File: src/design/sbcs_pkg.sv
package sbcs_pkg;

  // ----------------------------------------
  // instruction classes handled by the sequencer
  // ----------------------------------------
  typedef enum logic [3:0] {
    SBCS_OP_SOFTWARE_BREAK = 4'h0,
    SBCS_OP_AUX_UNIT_TRAP = 4'h1,
    SBCS_OP_INTERRUPT_RETURN = 4'h2,
    SBCS_OP_SHORT_RETURN = 4'h3,
    SBCS_OP_LONG_RETURN = 4'h4,
    SBCS_OP_PUSH_REGISTER = 4'h5,
    SBCS_OP_PULL_REGISTER = 4'h6,
    SBCS_OP_PUSH_INDIRECT_POINTER = 4'h7,
    SBCS_OP_PUSH_ABSOLUTE_WORD = 4'h8,
    SBCS_OP_PUSH_RELATIVE_WORD = 4'h9,
    SBCS_OP_STACK_RELATIVE = 4'ha,
    SBCS_OP_STACK_REL_IND_Y = 4'hb
  } sbcs_op_t;

  // ----------------------------------------
  // one-hot bus cycle kinds
  // ----------------------------------------
  typedef enum logic [9:0] {
    SBCS_ST_IDLE = 10'h001,
    SBCS_ST_FETCH = 10'h002,
    SBCS_ST_OPERAND = 10'h004,
    SBCS_ST_INTERNAL = 10'h008,
    SBCS_ST_STACK_WRITE = 10'h010,
    SBCS_ST_STACK_READ = 10'h020,
    SBCS_ST_POINTER_READ = 10'h040,
    SBCS_ST_DATA = 10'h080,
    SBCS_ST_VECTOR = 10'h100,
    SBCS_ST_NEW_FETCH = 10'h200
  } sbcs_state_t;

  // ----------------------------------------
  // operand widths and counts
  // ----------------------------------------
  localparam logic [1:0] SBCS_WIDTH_8 = 2'h0;
  localparam logic [1:0] SBCS_WIDTH_16 = 2'h1;
  localparam logic [1:0] SBCS_WIDTH_32 = 2'h2;
  localparam logic [2:0] SBCS_LAST_IDX_8 = 3'h0;
  localparam logic [2:0] SBCS_LAST_IDX_16 = 3'h1;
  localparam logic [2:0] SBCS_LAST_IDX_32 = 3'h3;
  // stack writes of a software interrupt: bank (not in emulation mode), pc high, pc low, status
  localparam logic [2:0] SBCS_INT_PUSH_LAST = 3'h3;
  localparam logic [2:0] SBCS_INT_PULL_LAST = 3'h3;
  localparam logic [2:0] SBCS_INT_PULL_LAST_EMU = 3'h2;
  localparam logic [2:0] SBCS_LONG_PULL_LAST = 3'h2;
  localparam logic [2:0] SBCS_WORD_LAST = 3'h1;
  localparam logic [15:0] SBCS_BREAK_LENGTH = 16'h0002;
  localparam logic [15:0] SBCS_RELATIVE_LENGTH = 16'h0003;
  localparam logic [7:0] SBCS_BANK_ZERO = 8'h00;
  localparam logic [23:0] SBCS_IDLE_ADDRESS = 24'h000000;

endpackage

File: src/design/sbcs_sequencer.sv
`timescale 1ns/1ns
module sbcs_sequencer (
  input wire logic clk,
  input wire logic rst_n,
  input wire logic start,
  input sbcs_pkg::sbcs_op_t start_op,
  input wire logic [1:0] start_width,
  input wire logic start_write,
  input wire logic emulation_mode,
  input wire logic [15:0] program_counter,
  input wire logic [7:0] program_bank_register,
  input wire logic [7:0] data_bank_register,
  input wire logic [15:0] stack_pointer,
  input wire logic [15:0] direct_register,
  input wire logic [15:0] index_y,
  input wire logic [7:0] status_byte,
  input wire logic [31:0] register_value,
  input wire logic [15:0] vector_location,
  input wire logic [7:0] data_in,
  output logic ready,
  output logic last_cycle,
  output logic [23:0] address,
  output logic [7:0] data_out,
  output logic read_write_n,
  output logic vector_pull_n,
  output logic memory_lock_n,
  output logic valid_data_strobe,
  output logic valid_program_strobe,
  output logic [31:0] pulled_value,
  output logic [15:0] operand_word,
  output logic [15:0] pointer_word,
  output logic [15:0] final_stack_pointer
);

  // ----------------------------------------
  // state
  // ----------------------------------------
  sbcs_pkg::sbcs_state_t state_reg, state_next;
  sbcs_pkg::sbcs_op_t op_reg;
  logic [1:0] width_reg;
  logic write_reg, emu_reg, late_reg, late_next;
  logic [2:0] cnt_reg, cnt_next;
  logic [15:0] sp_reg, off_reg, ptr_reg;
  logic [31:0] pull_reg;

  // ----------------------------------------
  // decode
  // ----------------------------------------
  wire is_int = op_reg == sbcs_pkg::SBCS_OP_SOFTWARE_BREAK ||
    op_reg == sbcs_pkg::SBCS_OP_AUX_UNIT_TRAP;
  wire is_rti = op_reg == sbcs_pkg::SBCS_OP_INTERRUPT_RETURN;
  wire is_rts = op_reg == sbcs_pkg::SBCS_OP_SHORT_RETURN;
  wire is_rtl = op_reg == sbcs_pkg::SBCS_OP_LONG_RETURN;
  wire is_push = op_reg == sbcs_pkg::SBCS_OP_PUSH_REGISTER;
  wire is_pull = op_reg == sbcs_pkg::SBCS_OP_PULL_REGISTER;
  wire is_pei = op_reg == sbcs_pkg::SBCS_OP_PUSH_INDIRECT_POINTER;
  wire is_pea = op_reg == sbcs_pkg::SBCS_OP_PUSH_ABSOLUTE_WORD;
  wire is_per = op_reg == sbcs_pkg::SBCS_OP_PUSH_RELATIVE_WORD;
  wire is_sr = op_reg == sbcs_pkg::SBCS_OP_STACK_RELATIVE;
  wire is_sriy = op_reg == sbcs_pkg::SBCS_OP_STACK_REL_IND_Y;
  wire [2:0] last_idx = width_reg == sbcs_pkg::SBCS_WIDTH_32 ? sbcs_pkg::SBCS_LAST_IDX_32 :
    width_reg == sbcs_pkg::SBCS_WIDTH_16 ? sbcs_pkg::SBCS_LAST_IDX_16 :
    sbcs_pkg::SBCS_LAST_IDX_8;
  wire [2:0] rti_last = emu_reg ? sbcs_pkg::SBCS_INT_PULL_LAST_EMU :
    sbcs_pkg::SBCS_INT_PULL_LAST;
  wire cnt_word_end = cnt_reg == sbcs_pkg::SBCS_WORD_LAST;

  // ----------------------------------------
  // address arithmetic
  // ----------------------------------------
  wire [15:0] pc_plus_one = program_counter + 16'h0001;
  wire [15:0] return_pc = program_counter + sbcs_pkg::SBCS_BREAK_LENGTH;
  wire [15:0] relative_sum = program_counter + sbcs_pkg::SBCS_RELATIVE_LENGTH + off_reg;
  wire [15:0] stack_rel = stack_pointer + {8'h00, off_reg[7:0]} + {13'h0000, cnt_reg};
  wire [15:0] direct_rel = direct_register + {8'h00, off_reg[7:0]} + {13'h0000, cnt_reg};
  wire [23:0] indexed = {data_bank_register, ptr_reg} + {8'h00, index_y} +
    {21'h000000, cnt_reg};
  wire [15:0] stack_read_addr = sp_reg + 16'h0001;
  wire [15:0] pulled_pc = is_rti ? pull_reg[23:8] : pull_reg[15:0];
  wire [7:0] pulled_bank = is_rti ? (emu_reg ? program_bank_register : pull_reg[31:24]) :
    is_rtl ? pull_reg[23:16] : program_bank_register;
  wire [2:0] push_idx = last_idx - cnt_reg;
  wire [4:0] push_bit = {push_idx[1:0], 3'h0};
  wire [4:0] data_bit = {cnt_reg[1:0], 3'h0};
  wire [15:0] push_word = is_pei ? ptr_reg : is_per ? relative_sum : off_reg;
  wire [7:0] int_byte = cnt_reg == 3'h0 ? program_bank_register :
    cnt_reg == 3'h1 ? return_pc[15:8] : cnt_reg == 3'h2 ? return_pc[7:0] : status_byte;

  // ----------------------------------------
  // bus cycle outputs
  // ----------------------------------------
  wire in_fetch = state_reg == sbcs_pkg::SBCS_ST_FETCH || state_reg == sbcs_pkg::SBCS_ST_NEW_FETCH;
  wire in_data_cycle = state_reg == sbcs_pkg::SBCS_ST_STACK_WRITE ||
    state_reg == sbcs_pkg::SBCS_ST_STACK_READ || state_reg == sbcs_pkg::SBCS_ST_POINTER_READ ||
    state_reg == sbcs_pkg::SBCS_ST_DATA || state_reg == sbcs_pkg::SBCS_ST_VECTOR;
  assign valid_data_strobe = in_fetch || in_data_cycle;
  assign valid_program_strobe = in_fetch || state_reg == sbcs_pkg::SBCS_ST_OPERAND;
  assign vector_pull_n = state_reg != sbcs_pkg::SBCS_ST_VECTOR;
  assign memory_lock_n = 1'b1;
  assign read_write_n = !(state_reg == sbcs_pkg::SBCS_ST_STACK_WRITE ||
    (state_reg == sbcs_pkg::SBCS_ST_DATA && write_reg));
  assign ready = state_reg == sbcs_pkg::SBCS_ST_IDLE;
  assign pulled_value = pull_reg;
  assign operand_word = off_reg;
  assign pointer_word = ptr_reg;
  assign final_stack_pointer = sp_reg;

  always_comb begin
    address = sbcs_pkg::SBCS_IDLE_ADDRESS;
    data_out = 8'h00;
    unique case (state_reg)
      sbcs_pkg::SBCS_ST_IDLE: address = sbcs_pkg::SBCS_IDLE_ADDRESS;
      sbcs_pkg::SBCS_ST_FETCH: address = {program_bank_register, program_counter};
      sbcs_pkg::SBCS_ST_OPERAND: address = {program_bank_register,
        pc_plus_one + {13'h0000, cnt_reg}};
      sbcs_pkg::SBCS_ST_INTERNAL: begin
        if (late_reg && is_rts) begin
          address = {program_bank_register, pull_reg[15:0] - 16'h0001};
        end else if (late_reg) begin
          address = {sbcs_pkg::SBCS_BANK_ZERO, stack_rel + 16'h0001};
        end else if (is_per) begin
          address = {program_bank_register, pc_plus_one + 16'h0001};
        end else begin
          address = {program_bank_register, pc_plus_one};
        end
      end
      sbcs_pkg::SBCS_ST_STACK_WRITE: begin
        address = {sbcs_pkg::SBCS_BANK_ZERO, sp_reg};
        if (is_int) begin
          data_out = int_byte;
        end else if (is_push) begin
          data_out = register_value[push_bit +: 8];
        end else begin
          data_out = cnt_reg == 3'h0 ? push_word[15:8] : push_word[7:0];
        end
      end
      sbcs_pkg::SBCS_ST_STACK_READ: address = {sbcs_pkg::SBCS_BANK_ZERO, stack_read_addr};
      sbcs_pkg::SBCS_ST_POINTER_READ: address = {sbcs_pkg::SBCS_BANK_ZERO,
        is_pei ? direct_rel : stack_rel};
      sbcs_pkg::SBCS_ST_DATA: begin
        address = is_sr ? {sbcs_pkg::SBCS_BANK_ZERO, stack_rel} : indexed;
        data_out = register_value[data_bit +: 8];
      end
      sbcs_pkg::SBCS_ST_VECTOR: address = {sbcs_pkg::SBCS_BANK_ZERO,
        vector_location + {13'h0000, cnt_reg}};
      sbcs_pkg::SBCS_ST_NEW_FETCH: begin
        if (is_int) begin
          address = {sbcs_pkg::SBCS_BANK_ZERO, ptr_reg};
        end else if (is_rti) begin
          address = {pulled_bank, pulled_pc};
        end else begin
          address = {pulled_bank, pulled_pc + 16'h0001};
        end
      end
    endcase
  end

  // ----------------------------------------
  // cycle sequencing
  // ----------------------------------------
  always_comb begin
    state_next = state_reg;
    cnt_next = cnt_reg + 3'h1;
    late_next = late_reg;
    last_cycle = 1'b0;
    unique case (state_reg)
      sbcs_pkg::SBCS_ST_IDLE: begin
        cnt_next = 3'h0;
        late_next = 1'b0;
        if (start) begin
          state_next = sbcs_pkg::SBCS_ST_FETCH;
        end
      end
      sbcs_pkg::SBCS_ST_FETCH: begin
        cnt_next = 3'h0;
        if (is_rti || is_rts || is_rtl || is_pull || is_push) begin
          state_next = sbcs_pkg::SBCS_ST_INTERNAL;
        end else begin
          state_next = sbcs_pkg::SBCS_ST_OPERAND;
        end
      end
      sbcs_pkg::SBCS_ST_OPERAND: begin
        if ((is_pea || is_per) && cnt_reg == 3'h0) begin
          state_next = sbcs_pkg::SBCS_ST_OPERAND;
        end else if (is_int) begin
          state_next = sbcs_pkg::SBCS_ST_STACK_WRITE;
          cnt_next = emu_reg ? 3'h1 : 3'h0;
        end else if (is_pea) begin
          state_next = sbcs_pkg::SBCS_ST_STACK_WRITE;
          cnt_next = 3'h0;
        end else if (is_pei && direct_register[7:0] == 8'h00) begin
          state_next = sbcs_pkg::SBCS_ST_POINTER_READ;
          cnt_next = 3'h0;
        end else begin
          state_next = sbcs_pkg::SBCS_ST_INTERNAL;
          cnt_next = 3'h0;
        end
      end
      sbcs_pkg::SBCS_ST_INTERNAL: begin
        if ((is_rti || is_rts || is_rtl || is_pull) && !late_reg && cnt_reg == 3'h0) begin
          state_next = sbcs_pkg::SBCS_ST_INTERNAL;
        end else if (late_reg && is_rts) begin
          state_next = sbcs_pkg::SBCS_ST_NEW_FETCH;
        end else begin
          cnt_next = 3'h0;
          if (is_rti || is_rts || is_rtl || is_pull) begin
            state_next = sbcs_pkg::SBCS_ST_STACK_READ;
          end else if (is_push || is_per) begin
            state_next = sbcs_pkg::SBCS_ST_STACK_WRITE;
          end else if (is_pei || (is_sriy && !late_reg)) begin
            state_next = sbcs_pkg::SBCS_ST_POINTER_READ;
          end else begin
            state_next = sbcs_pkg::SBCS_ST_DATA;
          end
        end
      end
      sbcs_pkg::SBCS_ST_STACK_WRITE: begin
        if (is_int && cnt_reg == sbcs_pkg::SBCS_INT_PUSH_LAST) begin
          state_next = sbcs_pkg::SBCS_ST_VECTOR;
          cnt_next = 3'h0;
        end else if ((is_push && cnt_reg == last_idx) || (!is_int && !is_push && cnt_word_end)) begin
          state_next = sbcs_pkg::SBCS_ST_IDLE;
          last_cycle = 1'b1;
        end
      end
      sbcs_pkg::SBCS_ST_STACK_READ: begin
        if ((is_rti && cnt_reg == rti_last) || (is_rtl && cnt_reg == sbcs_pkg::SBCS_LONG_PULL_LAST)) begin
          state_next = sbcs_pkg::SBCS_ST_NEW_FETCH;
        end else if (is_rts && cnt_word_end) begin
          state_next = sbcs_pkg::SBCS_ST_INTERNAL;
          late_next = 1'b1;
        end else if (is_pull && cnt_reg == last_idx) begin
          state_next = sbcs_pkg::SBCS_ST_IDLE;
          last_cycle = 1'b1;
        end
      end
      sbcs_pkg::SBCS_ST_POINTER_READ: begin
        if (cnt_word_end) begin
          cnt_next = 3'h0;
          state_next = is_pei ? sbcs_pkg::SBCS_ST_STACK_WRITE : sbcs_pkg::SBCS_ST_INTERNAL;
          late_next = 1'b1;
        end
      end
      sbcs_pkg::SBCS_ST_DATA: begin
        if (cnt_reg == last_idx) begin
          state_next = sbcs_pkg::SBCS_ST_IDLE;
          last_cycle = 1'b1;
        end
      end
      sbcs_pkg::SBCS_ST_VECTOR: begin
        if (cnt_word_end) begin
          state_next = sbcs_pkg::SBCS_ST_NEW_FETCH;
        end
      end
      sbcs_pkg::SBCS_ST_NEW_FETCH: begin
        state_next = sbcs_pkg::SBCS_ST_IDLE;
        last_cycle = 1'b1;
      end
      default: begin
        state_next = sbcs_pkg::SBCS_ST_IDLE;
      end
    endcase
  end

  // ----------------------------------------
  // registers
  // ----------------------------------------
  // the core keeps the register inputs steady from start to last_cycle; only
  // the stack pointer walks here, so pushes and pulls need no adder per byte
  always_ff @(posedge clk) begin
    if (!rst_n) begin
      state_reg <= sbcs_pkg::SBCS_ST_IDLE;
      cnt_reg <= 3'h0;
      late_reg <= 1'b0;
    end else begin
      state_reg <= state_next;
      cnt_reg <= cnt_next;
      late_reg <= late_next;
    end
  end

  always_ff @(posedge clk) begin
    if (!rst_n) begin
      op_reg <= sbcs_pkg::SBCS_OP_SOFTWARE_BREAK;
      width_reg <= sbcs_pkg::SBCS_WIDTH_8;
      write_reg <= 1'b0;
      emu_reg <= 1'b0;
      sp_reg <= 16'h0000;
    end else if (ready && start) begin
      op_reg <= start_op;
      width_reg <= start_width;
      write_reg <= start_write;
      emu_reg <= emulation_mode;
      sp_reg <= stack_pointer;
    end else if (state_reg == sbcs_pkg::SBCS_ST_STACK_WRITE) begin
      sp_reg <= sp_reg - 16'h0001;
    end else if (state_reg == sbcs_pkg::SBCS_ST_STACK_READ) begin
      sp_reg <= stack_read_addr;
    end
  end

  always_ff @(posedge clk) begin
    if (!rst_n) begin
      off_reg <= 16'h0000;
      ptr_reg <= 16'h0000;
      pull_reg <= 32'h00000000;
    end else if (state_reg == sbcs_pkg::SBCS_ST_OPERAND) begin
      off_reg[data_bit[3:0] +: 8] <= data_in;
    end else if (state_reg == sbcs_pkg::SBCS_ST_POINTER_READ ||
        state_reg == sbcs_pkg::SBCS_ST_VECTOR) begin
      ptr_reg[data_bit[3:0] +: 8] <= data_in;
    end else if (state_reg == sbcs_pkg::SBCS_ST_STACK_READ ||
        (state_reg == sbcs_pkg::SBCS_ST_DATA && !write_reg)) begin
      pull_reg[data_bit +: 8] <= data_in;
    end
  end

endmodule

File: config.mk
export PLATFORM = sky130hd
export DESIGN_NAME = sbcs_sequencer
export DESIGN_NICKNAME = d
export VERILOG_FILES = /design/src/design/sbcs_pkg.sv /design/src/design/sbcs_sequencer.sv
export SDC_FILE = /design/constraint.sdc
export NUM_CORES = 1
export LEC_CHECK = 0
export BUFFER_PORTS_ARGS = -buffer_cell sky130_fd_sc_hd__buf_2
export CORE_UTILIZATION = 37
export DETAILED_ROUTE_END_ITERATION = 8
export PLACE_DENSITY = 0.61
export SETUP_SLACK_MARGIN = 0.02
export SLEW_MARGIN = 10
export SYNTH_ARGS = -nofsm -noshare
export SYNTH_HDL_FRONTEND = slang
export SYNTH_SLANG_ARGS = --single-unit
File: constraint.sdc
create_clock -name clk -period 12.9 [get_ports clk]
set_clock_uncertainty 0.05 [all_clocks]
set_input_delay 1.29 -clock clk [delete_from_list [all_inputs] [get_ports clk]]
set_output_delay 1.29 -clock clk [all_outputs]
set_load 0.005 [all_outputs]
==> metrics.md <==
| Metric | Value |
|---|---|
| Outcome | finished clean |
| Worst path max stage delay | 560 ps |
| Register area | 2040 µm² |
| Fill cells | 3,935 |
| Main combinational cell family by area after synthesis | simple AND/OR/NAND/NOR gates |
| Startpoint types | primary input |
| WHS | 423 ps |
| Area of the multi-input gates | 11,200 µm² |
| Synthesized netlist cell count | 1,912 |
| DRC | 0 |
| Synth Area in Adders | 11.4% |
| P per Cell Area | 84.5 nW/µm² |
| Clock transition at path regs | 80 ps |
| Leakage | 6.48 nW |
| Endpoints failing setup | 0 |
| Critical path arrival | 5200 ps |
| Die area | 38,300 µm² |
| Worst-Margin Slew | 1360 ps |
| GRT Resource Usage Total | 36.7% |
| First-pass iteration count of the detailed router | 6 |
| Reg2Reg Launch Point | cnt_reg[0] |
| Hold Vio Cnt, Final | 0 |
| Root Buffer | clkbuf_16 |
| Most frequent cells in the layout | buf_2 (272), nand2_1 (211), nor2_1 (175), a21oi_1 (164), ha_1 (104) |
| Pin count of the biggest net entering global routing | 95 |
| Initial antenna violation count | 2 |
| Final WL | 71.5 mm |
| Syn nets | 2,185 |
| GRT overflow | 0 |
| IO Pins | 274 |
| Area of the core | 36,800 µm² |
| TritonCTS clock tree | built |
| First-pass GRT wire length | 104 mm |
| Req. time, crit path | 11,560 ps |
| CP max stage cell | a222oi_1 |
| Worst Setup End Kind | primary output |
| Max FFs per register | 32 |
| Part of the cycle the worst path needs | 50.7% |
| Proportion of layout cells with a drive suffix above 1 | 17.8% |
| Top FF cell, synth | dfxtp_1 |
| Synth cell types | 92 |
| HPWL after DPL | 57.2 mm |
| Vias in the first global route | 15.3k |
| Sequential fraction of the synthesis area | 14.7% |
| Hold Startpoint | pulled_value[31] |
| Max cap viols | 0 |
| Mux contribution to synthesized area | 5.91% |
| # hold bufs at CTS | 0 |
| Critical path type | primary input to primary output |
| Fmax | 153 MHz |
| Post-Syn Area | 13,900 µm² |
| Buf+Inv Stages, Crit Path | 4 |
| Unrepaired setup endpoints after global routing | no |
| Beginning of the critical path | stack_pointer[1] |
| Synth Warn # | 0 |
| Worst vdd ir | 0.0660 mV |
| Routed WL per cell | 27.8 µm |
| Post-CTS resize count | 0 |
| Post-CTS setup repair buffer count | 0 |
| DIE WIDTH | 196 µm |
| Max Slew Vio Count | 0 |
| Num CTS Buffers | 9 |
| GP Congestion | 1.05 |
| Syn avg cell area | 7.27 µm² |
| CTS max path bufs | 2 |
| First DRT Iteration DRCs | 2,137 |
| Via count | 16.5k |
| Share of synthesized flip-flops with an asynchronous set or reset | 0% |
| Post-Synth XOR/XNOR Area | 10.6% |
| Final min period | 6540 ps |
| H-tree depth | 3 |
| Layout area overhead | 14.3% |
| Final antenna-violating net count | 0 |
| Routed vias/inst | 6.44 |
| Slew HR | 8.81% |
| Critical Path Fanout Max | 3 |
| Critical Path, Cell by Cell | buf_2, inv_1, fa_1, inv_1, ha_1, fa_1, a21o_1, a221oi_2, xnor2_1, nor4_1, nand4_1, xor2_1, a222oi_1, nand4_1, buf_2 |
| # rows | 70 |
| Die Height | 196 µm |
| Final Power | 1.34 mW |
| Clk_lat worst skew | 380 ps |
| Compound-Gate Fraction of Synth Area | 25.4% |
| EDFF count, synth | 0 |
| Simple-gate portion of the synthesized area | 26.8% |
| Total negative slack | 0 ps |
| Design Area, Final | 15,900 µm² |
| Starting density of the core | 37.8% |
| IO buf count | 272 |
| NumNets Final | 2,365 |
| Clk sinks | 102 |
| Most common cell after layout, fill and taps aside | buf_2 |
| Post-synthesis register bit count | 102 |
| Crit path max-delay family | adder cells |
| HP Class | flip-flop to flip-flop |
| Area after DPL | 15,600 µm² |
-- cells in the mapped netlist, drive strengths merged (15+ instances only) --
cell | instances | share of area (%)
a211oi | 39 | 2.1
nor3 | 59 | 2.1
clkbuf | 113 | 3.1
nand3 | 97 | 3.5
nand2b | 17 | 0.77
nand4 | 31 | 1.4
nor2 | 176 | 4.8
xnor2 | 100 | 6.3
a31oi | 24 | 1.1
ha | 104 | 9.4
o211ai | 30 | 1.6
a211o | 16 | 1.0
o21ai | 94 | 3.4
buf | 20 | 0.73
a21oi | 164 | 5.9
and3 | 18 | 0.81
nand2 | 212 | 5.7
inv | 51 | 1.4
a21o | 20 | 1.1
mux4 | 18 | 2.9
nor4 | 28 | 1.5
nor3b | 15 | 0.81
xor2 | 68 | 4.3
dfxtp | 102 | 15
mux2i | 36 | 2.6
-- layout make-up --
cell class / instances / share of cell area [%]
Inverter: 51 / 1.21
Sequential cell: 102 / 12.9
Multi-Input combinational cell: 1626 / 70.3
Antenna cell: 2 / 0.0315
Clock buffer: 10 / 1.44
Clock inverter: 6 / 0.481
Tap cell: 468 / 3.69
Timing Repair Buffer: 302 / 9.99
-- final timing paths --
| check | end | slack (ps) | cells past startpoint |
|---|---|---|---|
| worst min-delay path | pulled_value[31] | 420 | 2 |
| worst max register to register | state_reg[3] | 8360 | 9 |
| worst max-delay path | address[11] | 6360 | 15 |
| worst min register to register | pulled_value[31] | 420 | 2 |
-- report_power, final --
group | internal, mW | leakage, nW | total, mW | switching (mW)
registers | 0.332 | 0.826 | 0.380 | 0.0474
logic | 0.231 | 5.51 | 0.665 | 0.435
clock network | 0.154 | 0.150 | 0.297 | 0.143
total | 0.717 | 6.48 | 1.34 | 0.625
-- logic make-up (layout without fill, tap and decap cells) --
logic type / count (synthesis) / in the layout
DFF: 102 / 102
other: 1 / 3
AOI/OAI and AO/OA: 536 / 536
muxes: 59 / 59
buffers and inverters: 184 / 369
xor gates and xnor gates: 168 / 168
adders and majority gates: 118 / 118
and+or+nand+nor: 744 / 744
-- tightest hold or removal path: cells and delay by family (launching register included) --
kind	cells	cell delay (ps)
flip-flops	1	320
AND/OR/NAND/NOR	1	60
AO/OA/AOI/OAI	1	50
-- metrics by stage --
step | worst slack, ps | instances | util (%)
2_1_floorplan | 7260 | 1912 | -
6_report | 6360 | 2567 | 43.2
4_1_cts | 6400 | 2565 | 43.2
3_3_place_gp | 6480 | 2549 | 42.3
3_5_place_dp | 6410 | 2549 | 42.3
5_1_grt | 6190 | 2565 | 43.2
-- routing by layer --
metal	global-route usage (%)	up-vias	wire length [µm]
li1	-	7453	-
met1	50.5	7883	29900
met2	56.3	1037	31000
met3	6.05	148	7230
met4	15.7	0	3320
met5	0	-	0
No activity file was read; power rests on OpenSTA's default activity.
